$ cat src/pkg/tapp_pkg.sv
// shared types and constants for the test access port pin block
package tapp_pkg;

  // pins sampled from the probe, packed in one carrier
  typedef struct packed {
    logic tck;     // test clock
    logic tms;     // mode select
    logic tdi;     // serial data in
    logic trstN;   // test reset, active low
  } tapp_pins_t;

  localparam int          PIN_COUNT   = 4;
  // idle levels: clock pulled low, the rest pulled high
  localparam tapp_pins_t  PINS_RESET  = '{tck: 1'b0, tms: 1'b1,
                                          tdi: 1'b1, trstN: 1'b1};

  typedef enum logic [3:0] {
    TLR        = 4'h0,
    RUN_IDLE   = 4'h1,
    SEL_DR     = 4'h2,
    CAPTURE_DR = 4'h3,
    SHIFT_DR   = 4'h4,
    EXIT1_DR   = 4'h5,
    PAUSE_DR   = 4'h6,
    EXIT2_DR   = 4'h7,
    UPDATE_DR  = 4'h8,
    SEL_IR     = 4'h9,
    CAPTURE_IR = 4'ha,
    SHIFT_IR   = 4'hb,
    EXIT1_IR   = 4'hc,
    PAUSE_IR   = 4'hd,
    EXIT2_IR   = 4'he,
    UPDATE_IR  = 4'hf
  } tapp_state_t;

  localparam int           IR_WIDTH      = 4;
  localparam int           DR_WIDTH      = 32;
  localparam logic [3:0]   IR_IDCODE     = 4'h2;
  localparam logic [3:0]   IR_BYPASS     = 4'hf;
  localparam logic [3:0]   IR_CAPTURE    = 4'h1;
  // arbitrary identification value, names no part
  localparam logic [31:0]  ID_VALUE      = 32'h0000_1001;
  localparam logic [2:0]   PULL_ON       = 3'h7;
  localparam logic [2:0]   PULL_OFF      = 3'h0;

endpackage

$ cat src/core/tapp_pin_sync.sv
// three-flop synchronisers with agreement filter and edge pulses
module tapp_pin_sync
  import tapp_pkg::*;
(
  input  wire logic       core_clk,  // system clock
  input  wire logic       reset,     // synchronous, active high
  input  wire tapp_pins_t pinsIn,    // raw pins from the probe
  output tapp_pins_t      pinsLvl,   // filtered levels
  output tapp_pins_t      pinsRise,  // one-cycle rising pulses
  output tapp_pins_t      pinsFall   // one-cycle falling pulses
);

  logic [PIN_COUNT-1:0] s1Q;
  logic [PIN_COUNT-1:0] s2Q;
  logic [PIN_COUNT-1:0] s3Q;
  logic [PIN_COUNT-1:0] lvlQ;
  logic [PIN_COUNT-1:0] riseQ;
  logic [PIN_COUNT-1:0] fallQ;

  // the test reset path never sees the system reset, so a test reset
  // held together with a system reset still clears the controller
  localparam tapp_pins_t SYS_RESET_MASK = '{tck: 1'h1, tms: 1'h1,
                                            tdi: 1'h1, trstN: 1'h0};

  // s1 feeds only s2; a change counts once s2 and s3 agree
  genvar i;
  generate
    for (i = 0; i < PIN_COUNT; i++) begin : g_pin
      always_ff @(posedge core_clk) begin
        if (reset && SYS_RESET_MASK[i]) begin
          s1Q[i]   <= PINS_RESET[i];
          s2Q[i]   <= PINS_RESET[i];
          s3Q[i]   <= PINS_RESET[i];
          lvlQ[i]  <= PINS_RESET[i];
          riseQ[i] <= 1'b0;
          fallQ[i] <= 1'b0;
        end else begin
          s1Q[i]   <= pinsIn[i];
          s2Q[i]   <= s1Q[i];
          s3Q[i]   <= s2Q[i];
          riseQ[i] <= (s2Q[i] == s3Q[i]) && s3Q[i] && !lvlQ[i];
          fallQ[i] <= (s2Q[i] == s3Q[i]) && !s3Q[i] && lvlQ[i];
          if (s2Q[i] == s3Q[i]) begin
            lvlQ[i] <= s3Q[i];
          end
        end
      end
    end
  endgenerate

  assign pinsLvl  = lvlQ;
  assign pinsRise = riseQ;
  assign pinsFall = fallQ;

endmodule // tapp_pin_sync

$ cat src/core/tapp_port.sv
// test access port controller, sampled from the probe pins
// Contract
// - state advances on mode select at clock rise
// - data input captured on test clock rise
// - data output driven only in shift states
// - data output changes on falling clock edges
// - low test reset forces controller reset
// - system reset leaves controller state intact
// - pull-disable bit turns test pull-ups off
module tapp_port
  import tapp_pkg::*;
(
  input  wire logic       core_clk,     // 40 MHz system clock
  input  wire logic       reset,        // system reset, active high
  input  wire tapp_pins_t pins,         // probe pins, asynchronous
  input  wire logic       pullDisable,  // test-port pull-disable bit
  output logic            tdo,          // serial data out
  output logic            tdoEn,        // data out driver enable
  output logic [2:0]      pullUpEn,     // pull-ups on tms, tdi, trst
  output tapp_state_t     tapState,     // controller state
  output logic [3:0]      instr         // active instruction
);

  tapp_pins_t           lvl;
  tapp_pins_t           rise;
  tapp_pins_t           fall;
  tapp_state_t          stateQ;
  tapp_state_t          stateD;
  logic [3:0]           irShQ;
  logic [3:0]           irQ;
  logic [DR_WIDTH-1:0]  drShQ;
  logic                 tdoQ;
  logic                 tdoEnQ;
  logic [2:0]           pullQ;
  logic                 tckRise;
  logic                 tckFall;
  logic                 bypass;

  tapp_pin_sync u_sync (
    .core_clk (core_clk),
    .reset    (reset),
    .pinsIn   (pins),
    .pinsLvl  (lvl),
    .pinsRise (rise),
    .pinsFall (fall)
  );

  assign tckRise = rise.tck;
  assign tckFall = fall.tck;
  assign bypass  = (irQ != IR_IDCODE);

  ////////////////////////////////////////////////////////////////////////
  // controller sequence
  function automatic tapp_state_t nextState(tapp_state_t s, logic m);
    unique case (s)
      TLR:        nextState = m ? TLR       : RUN_IDLE;
      RUN_IDLE:   nextState = m ? SEL_DR    : RUN_IDLE;
      SEL_DR:     nextState = m ? SEL_IR    : CAPTURE_DR;
      CAPTURE_DR: nextState = m ? EXIT1_DR  : SHIFT_DR;
      SHIFT_DR:   nextState = m ? EXIT1_DR  : SHIFT_DR;
      EXIT1_DR:   nextState = m ? UPDATE_DR : PAUSE_DR;
      PAUSE_DR:   nextState = m ? EXIT2_DR  : PAUSE_DR;
      EXIT2_DR:   nextState = m ? UPDATE_DR : SHIFT_DR;
      UPDATE_DR:  nextState = m ? SEL_DR    : RUN_IDLE;
      SEL_IR:     nextState = m ? TLR       : CAPTURE_IR;
      CAPTURE_IR: nextState = m ? EXIT1_IR  : SHIFT_IR;
      SHIFT_IR:   nextState = m ? EXIT1_IR  : SHIFT_IR;
      EXIT1_IR:   nextState = m ? UPDATE_IR : PAUSE_IR;
      PAUSE_IR:   nextState = m ? EXIT2_IR  : PAUSE_IR;
      EXIT2_IR:   nextState = m ? UPDATE_IR : SHIFT_IR;
      UPDATE_IR:  nextState = m ? SEL_DR    : RUN_IDLE;
    endcase
  endfunction

  assign stateD = nextState(stateQ, lvl.tms);

  // only the test reset clears the controller, so a system reset
  // during a debug session keeps the probe's place
  always_ff @(posedge core_clk) begin
    if (!lvl.trstN) begin
      stateQ <= TLR;
    end else if (tckRise) begin
      stateQ <= stateD;
    end
  end

  ////////////////////////////////////////////////////////////////////////
  // instruction path
  always_ff @(posedge core_clk) begin
    if (!lvl.trstN || (tckRise && stateQ == TLR)) begin
      irQ   <= IR_IDCODE;
      irShQ <= IR_CAPTURE;
    end else if (tckRise) begin
      unique case (stateQ)
        CAPTURE_IR: irShQ <= IR_CAPTURE;
        SHIFT_IR:   irShQ <= {lvl.tdi, irShQ[3:1]};
        UPDATE_IR:  irQ   <= irShQ;
        default:    irShQ <= irShQ;
      endcase
    end
  end

  ////////////////////////////////////////////////////////////////////////
  // data path: one bit long in bypass, full width for the id value
  always_ff @(posedge core_clk) begin
    if (!lvl.trstN) begin
      drShQ <= '0;
    end else if (tckRise) begin
      if (stateQ == CAPTURE_DR) begin
        drShQ <= bypass ? '0 : ID_VALUE;
      end else if (stateQ == SHIFT_DR) begin
        if (bypass) begin
          drShQ[0] <= lvl.tdi;
        end else begin
          drShQ <= {lvl.tdi, drShQ[DR_WIDTH-1:1]};
        end
      end
    end
  end

  ////////////////////////////////////////////////////////////////////////
  // serial output, updated on the test clock fall, three system clocks ahead of the probe sample
  always_ff @(posedge core_clk) begin
    if (reset) begin
      tdoQ <= 1'b0;
    end else if (tckFall) begin
      tdoQ <= (stateQ == SHIFT_IR) ? irShQ[0] : drShQ[0];
    end
  end

  always_ff @(posedge core_clk) begin
    if (reset || !lvl.trstN) begin
      tdoEnQ <= 1'b0;
    end else if (tckFall) begin
      tdoEnQ <= (stateQ == SHIFT_IR) || (stateQ == SHIFT_DR);
    end
  end

  always_ff @(posedge core_clk) begin
    if (reset) begin
      pullQ <= PULL_ON;
    end else begin
      pullQ <= pullDisable ? PULL_OFF : PULL_ON;
    end
  end

  assign tdo      = tdoQ;
  assign tdoEn    = tdoEnQ;
  assign pullUpEn = pullQ;
  assign tapState = stateQ;
  assign instr    = irQ;

  ////////////////////////////////////////////////////////////////////////
  // checks
  AST_STATE_ON_RISE: assert property (
    @(posedge core_clk) disable iff (!lvl.trstN)
    $changed(stateQ) |-> $past(tckRise))
    else $error("controller moved without a test clock rise");

  AST_TDI_CAPTURE: assert property (
    @(posedge core_clk) disable iff (!lvl.trstN)
    (tckRise && stateQ == SHIFT_DR && bypass) |=>
      drShQ[0] == $past(lvl.tdi))
    else $error("bypass bit did not take data input");

  AST_TDO_EN_SHIFT: assert property (
    @(posedge core_clk) disable iff (reset || !lvl.trstN)
    tckFall |=> tdoEnQ ==
      ($past(stateQ) == SHIFT_IR || $past(stateQ) == SHIFT_DR))
    else $error("driver enable does not follow shift state");

  AST_TDO_ON_FALL: assert property (
    @(posedge core_clk) disable iff (reset)
    $changed(tdoQ) |-> $past(tckFall))
    else $error("data output changed off a falling edge");

  AST_TRST_RESETS: assert property (
    @(posedge core_clk)
    (!lvl.trstN) ##1 (!lvl.trstN) |-> stateQ == TLR && irQ == IR_IDCODE)
    else $error("test reset did not reset controller");

  AST_SYSRESET_KEEPS: assert property (
    @(posedge core_clk)
    (reset && lvl.trstN && !tckRise) |=> $stable(stateQ))
    else $error("system reset disturbed controller state");

  AST_PULL_OFF: assert property (
    @(posedge core_clk)
    (!reset && pullDisable) |=> pullQ == PULL_OFF ##1 1'b1)
    else $error("pull-ups not disabled");

  AST_RESET_TDO_OFF: assert property (
    @(posedge core_clk)
    reset |=> !tdoEnQ)
    else $error("data output driven during reset");

  AST_TLR_TO_IDLE: assert property (
    @(posedge core_clk) disable iff (!lvl.trstN)
    (tckRise && stateQ == TLR && !lvl.tms) |=> stateQ == RUN_IDLE)
    else $error("reset state did not move to idle");

  AST_SHIFT_LOOP: assert property (
    @(posedge core_clk) disable iff (!lvl.trstN)
    (tckRise && stateQ == EXIT2_IR && !lvl.tms) |=> stateQ == SHIFT_IR)
    else $error("exit2 did not return to shift");

  AST_IR_UPDATE: assert property (
    @(posedge core_clk) disable iff (!lvl.trstN)
    (tckRise && stateQ == UPDATE_IR) |=> irQ == $past(irShQ))
    else $error("instruction not taken from shift register");

  AST_PULL_ON: assert property (
    @(posedge core_clk)
    (!reset && !pullDisable) |=> pullQ == PULL_ON)
    else $error("pull-ups off without the disable bit");

  AST_TDO_IR_SOURCE: assert property (
    @(posedge core_clk) disable iff (reset)
    (tckFall && stateQ == SHIFT_IR) |=> tdoQ == $past(irShQ[0]))
    else $error("data output not taken from instruction shift");

endmodule // tapp_port

$ cat config.mk
export PLATFORM = sky130hd
export DESIGN_NAME = tapp_port
export DESIGN_NICKNAME = d
export VERILOG_FILES = /design/src/pkg/tapp_pkg.sv /design/src/core/tapp_pin_sync.sv /design/src/core/tapp_port.sv
export SDC_FILE = /design/constraint.sdc
export NUM_CORES = 1
export LEC_CHECK = 0
export BUFFER_PORTS_ARGS = -buffer_cell sky130_fd_sc_hd__buf_2
export CORE_MARGIN = 4
export CORE_UTILIZATION = 30
export CTS_BUF_LIST = sky130_fd_sc_hd__clkbuf_8
export CTS_CLUSTER_SIZE = 8
export DETAILED_ROUTE_END_ITERATION = 10
export PLACE_DENSITY = 0.55
export REMOVE_ABC_BUFFERS = 1
export SETUP_SLACK_MARGIN = 0.05
export SYNTH_ARGS = -nofsm -noshare
export SYNTH_HDL_FRONTEND = slang
export SYNTH_HIERARCHICAL = 1
export SYNTH_SLANG_ARGS = --single-unit
$ cat constraint.sdc
create_clock -name core_clk -period 2.45 [get_ports core_clk]
set_input_delay 0.1225 -clock core_clk [delete_from_list [all_inputs] [get_ports core_clk]]
set_output_delay 0.1225 -clock core_clk [all_outputs]
set_load 0.02 [all_outputs]
Yosys cells after proc, flatten, opt, wreduce, memory -nomap -nowiden
Cells that the tools add are included.
Widths: inputs -> output; s select.
{"block": "classes", "n_reduce_logical": 21, "n_eq_ne": 21, "n_mux": 21}
{"operator": "$mux 32", "count": 2}
{"operator": "$pmux 4 s12", "count": 1}
{"operator": "$eq 4x4->1 const B", "count": 8}
{"operator": "$mux 31", "count": 1}
{"operator": "$eq 4x3->1 const B", "count": 4}
{"operator": "$mux 4", "count": 4}
{"operator": "$mux 13", "count": 1}
{"operator": "$mux 3", "count": 3}
{"operator": "$eq 4x2->1 const B", "count": 2}
{"operator": "$pmux 4 s2", "count": 1}
{"operator": "$mux 2", "count": 3}
{"operator": "$reduce_and 2->1", "count": 3}
{"operator": "$logic_and 1x1->1", "count": 5}
{"operator": "$mux 1", "count": 5}
{"operator": "$eq 1x1->1", "count": 4}
{"operator": "$eq 4x1->1 const B", "count": 1}
{"operator": "$logic_not 4->1", "count": 1}
{"operator": "$ne 4x2->1 const B", "count": 1}
{"operator": "$reduce_bool 2->1", "count": 2}
{"operator": "$reduce_or 2->1", "count": 2}
{"operator": "$logic_not 1->1", "count": 3}
{"operator": "$logic_or 1x1->1", "count": 3}
{"operator": "$reduce_and 3->1", "count": 1}
{"operator": "$reduce_or 3->1", "count": 1}
{"operator": "$ne 2x1->1 const B", "count": 1}
{"block": "totals", "out_inout_bits": 13, "register_bits": 67, "input_bits": 7, "wordCells": 89}

Logic depth before layout (Yosys ltp)
{"block": "depth", "ltp_word": 4, "mapped_depth": 6}

By module
The synthesis kept the hierarchy.
{"module": "tapp_port", "area_each_um2": 1950.6, "instances": 1, "cells_each": 219, "seq_area_each_um2": 940.9}
{"module": "tapp_pin_sync", "area_each_um2": 779.5, "instances": 1, "cells_each": 66, "seq_area_each_um2": 490.5}

Worst setup path before layout
OpenSTA, ideal clock, no wires.
{"block": "synth_path", "path_kind": "register to register", "from": "register stateQ[2], in the netlist tapState[2]", "to": "register drShQ[31]", "setup_slack_ns": 0.825, "arrival_ns": 1.504, "n_path_buf": 1, "path_stages_with_launch": 6, "setup_ns": 0.121, "period_less_slack_ns": 1.625, "required_time_ns": 2.329, "cell_sequence": "dfxtp_1 > or3b_1 > a21boi_2 > o21a_1 > buf_4 > o22ai_1"}
{"block": "synth_between", "elab_chain_len": 3, "elab_cells_between_ends": 6, "classes_between": "eq/ne (3); mux (1); reduce/logical (2)"}
{"item": "start: declaration", "line_no": "tapp_port.sv:27", "text": "tapp_state_t stateQ;"}
{"item": "start signal: assignment", "line_no": "tapp_port.sv:83", "text": "stateQ <= stateD;"}
{"item": "$eq 4x2->1 or $eq 4x3->1 (tied branches)", "line_no": "tapp_port.sv:109, tapp_port.sv:111"}
{"item": "$ne 2x1->1 (no source line) or $reduce_bool 2->1 (tied branches)"}
{"item": "$reduce_and 3->1 (no source line)"}
{"item": "end signal: assignment", "line_no": "tapp_port.sv:110", "text": "drShQ <= bypass ? '0 : ID_VALUE;"}
{"item": "end signal: assignment", "line_no": "tapp_port.sv:115", "text": "drShQ <= {lvl.tdi, drShQ[DR_WIDTH-1:1]};"}
{"item": "end: declaration", "line_no": "tapp_port.sv:31", "text": "logic [DR_WIDTH-1:0] drShQ;"}
Several ways; a longest one is shown, not always the timed one.
A chain may end at the register's enable or synchronous reset.

Worst setup path in the final report
{"block": "layout_path", "from": "register u_sync.riseQ[3], in the netlist u_sync/pinsRise[3]", "to": "register drShQ[7]"}
{"block": "layout_between", "elab_chain_len": 1}
{"item": "start: declaration", "line_no": "tapp_pin_sync.sv:17", "text": "logic [PIN_COUNT-1:0] riseQ;"}
{"item": "start signal: indexed assignment", "line_no": "tapp_pin_sync.sv:41", "text": "riseQ[i] <= (s2Q[i] == s3Q[i]) && s3Q[i] && !lvlQ[i];"}
{"item": "$reduce_and 3->1 (no source line)"}
No other way between the ends.

==> results.md <==
- Status: finished, final reports clean
- R2r startpoint: u_sync/pinsRise[3]
- Final max-slew violation count: 0
- Hold Path End: u_sync/s3Q[3]
- Skew-Pair Late Insertion Delay: 0.34 ns
- CP Cell Sequence: nor2b_1 -> a21boi_2 -> nand3_2 -> buf_4 -> o22ai_1
- # rows: 33
- H-tree Lvls: 3
- Final Hold Viols: 0
- CP max stage cell: dfxtp_1
- Die height: 99.9 um
- Core area: around 0.0082 mm^2
- Drt drc: 0
- Clock tree buffer depth: 2
- Final setup fails: 0
- Worst setup path start: u_sync/pinsRise[3]
- 1st-iter DRT viols: 171
- Worst EP required: approximately 2.7 ns
- Largest net degree at the start of global routing: 32
- Crit Path Max Fanout: 12
- Fin crit share: 0.738
- Most common cell after layout, fill and taps aside: dfxtp_1
- Post-DRT Antenna Nets: 0
- Min Tclk post-route: ~1.8 ns
- Total CTS buffers: 9
- Postcts setup bufs: 0
- Ys Warns: 6
- Hold depth: 2
- Max IR drop VDD: between 0.3 and 0.4 mV
- Clk_skew: ~0.011 ns
- CTS tree: yes
- Detailed Routing Iterations Pass 1: 4
- Worst Hold Class: in -> reg
- Register area: around 0.0013 mm^2
- R2R setup slack: 0.64 ns
- CP Capture Type: register
- Cts repair resizes: 0
- Worst Setup Path Type: reg -> reg
- RSZ-0062 raised after global routing: no
- Die Wd: between 90 and 100 um
- Startpoint types: register
- Top Ports: 20
- Synth Instances: 270
- Slew headroom: 0.429
- Root Buffer: clkbuf_8
- Mean post-synth cell area: about 9.4 um^2
- Share of cells above drive strength 1: 0.165
- Vias in the first global route: between 1500 and 2000
- Sum of negative setup slack: 0 ns
- Leakage: 1.16 nW
- Antenna violations before repair: 0
- Most frequent cells in the layout: dfxtp_1, nand2_1, o22ai_1
- Routed via count: ~1900
- Initial Utilization: 0.308
- Fillers: approximately 850
- Vias per inst: between 4 and 5
- Fin nets: 304
- Global route total overflow: 0
- Mapped Area: about 0.0025 mm^2
- R2R Path End: drShQ[7]
- Port Buffers: 19
- Worst hold start: reset
- Die area: ~0.01 mm^2
- Fmax: ~550 MHz
- Global-route wire length before repair: around 8300 um
- Area delta synth->final: 15.6%
- Max Cap Viol: 0
- Critical path's largest stage delay: roughly 0.52 ns
- Drt wl/cell: 11.5 um
- Tot Pwr: between 2 and 2.5 mW
- WP data arrival: about 2.1 ns
- Clock Sinks: 65
- Slew @ Worst Pin: 0.856 ns
- ANT cells: 0
- Post-DP HPWL: 2930 um
- Pwr dens: around 690 mW/mm^2
- Overall routing resource usage: 0.103
- Worst reg-to-reg path cell count: 5
- CTS clock-pin slew for the worst setup and hold paths: approximately 0.080 ns
- Routed wire length: roughly 4600 um
- Gpl congestion: about 0.75
- Multi-input gate area: roughly 0.0010 mm^2
[where the power goes]
part	internal, mW	leakage [nW]	switching, mW	total, mW
clock network	0.470	0.104	0.422	0.891
logic	0.0250	0.527	0.0288	0.0537
registers	1.07	0.529	0.0172	1.09
[layer usage]
layer | vias to the layer above | part of all wire | GRT usage
met5 | - | 0 | 0
met1 | 880 | 0.49 | 0.124
li1 | 994 | - | -
met4 | 0 | 0.014 | 0.0536
met3 | 6 | 0.049 | 0.0403
met2 | 28 | 0.45 | 0.159
[sequential cells by signal, summed over array words and instances, names as in the netlist]
name,cells
pullUpEn,1
u_sync/s2Q,4
u_sync/s3Q,4
u_sync/pinsLvl,4
tapState,4
irShQ,4
tdoEn,1
u_sync/pinsFall,1
drShQ,32
tdo,1
instr,4
u_sync/s1Q,4
u_sync/pinsRise,1
[area by class of cell]
type / instances / area share
multi-input combinational: 170 / 0.353
inverter: 14 / 0.0179
timing repair buffer: 32 / 0.0701
clock inverter: 7 / 0.0235
clock buffer: 9 / 0.0423
tap: 105 / 0.0449
sequential: 65 / 0.448
[worst max-delay path by stage]
stage,slack (ns),depth (start not counted),to
2_1_floorplan,0.26,4,drShQ[12]
3_3_place_gp,0.66,5,drShQ[13]
3_5_place_dp,0.66,5,drShQ[8]
4_1_cts,0.63,5,drShQ[8]
5_1_grt,0.45,5,drShQ[7]
6_report,0.64,5,drShQ[7]
[metrics by stage]
stage	utilization	area (um^2)	worst slack [ns]	cells	hold slack, ns
4_1_cts	0.356	2930	0.631	402	0.0627
5_1_grt	0.356	2930	0.454	402	0.0823
2_1_floorplan	-	2400	0.263	249	0.150
3_5_place_dp	0.327	2690	0.661	381	0.226
3_3_place_gp	0.327	2690	0.660	381	0.226
6_report	0.356	2930	0.641	402	0.0772
[worst max-delay path, delay by kind of cell, from the launching register on]
family | cells | cell delay (ns)
flops | 1 | 0.52
compound gates | 2 | 0.46
simple gates | 2 | 0.47
buf+inv | 1 | 0.27
[repair_timing]
action,in CTS,in global routing
hold endpoints to repair,5,0
setup endpoints to repair,0,0
hold buffers,5,0
No activity file was read; power rests on OpenSTA's default activity.
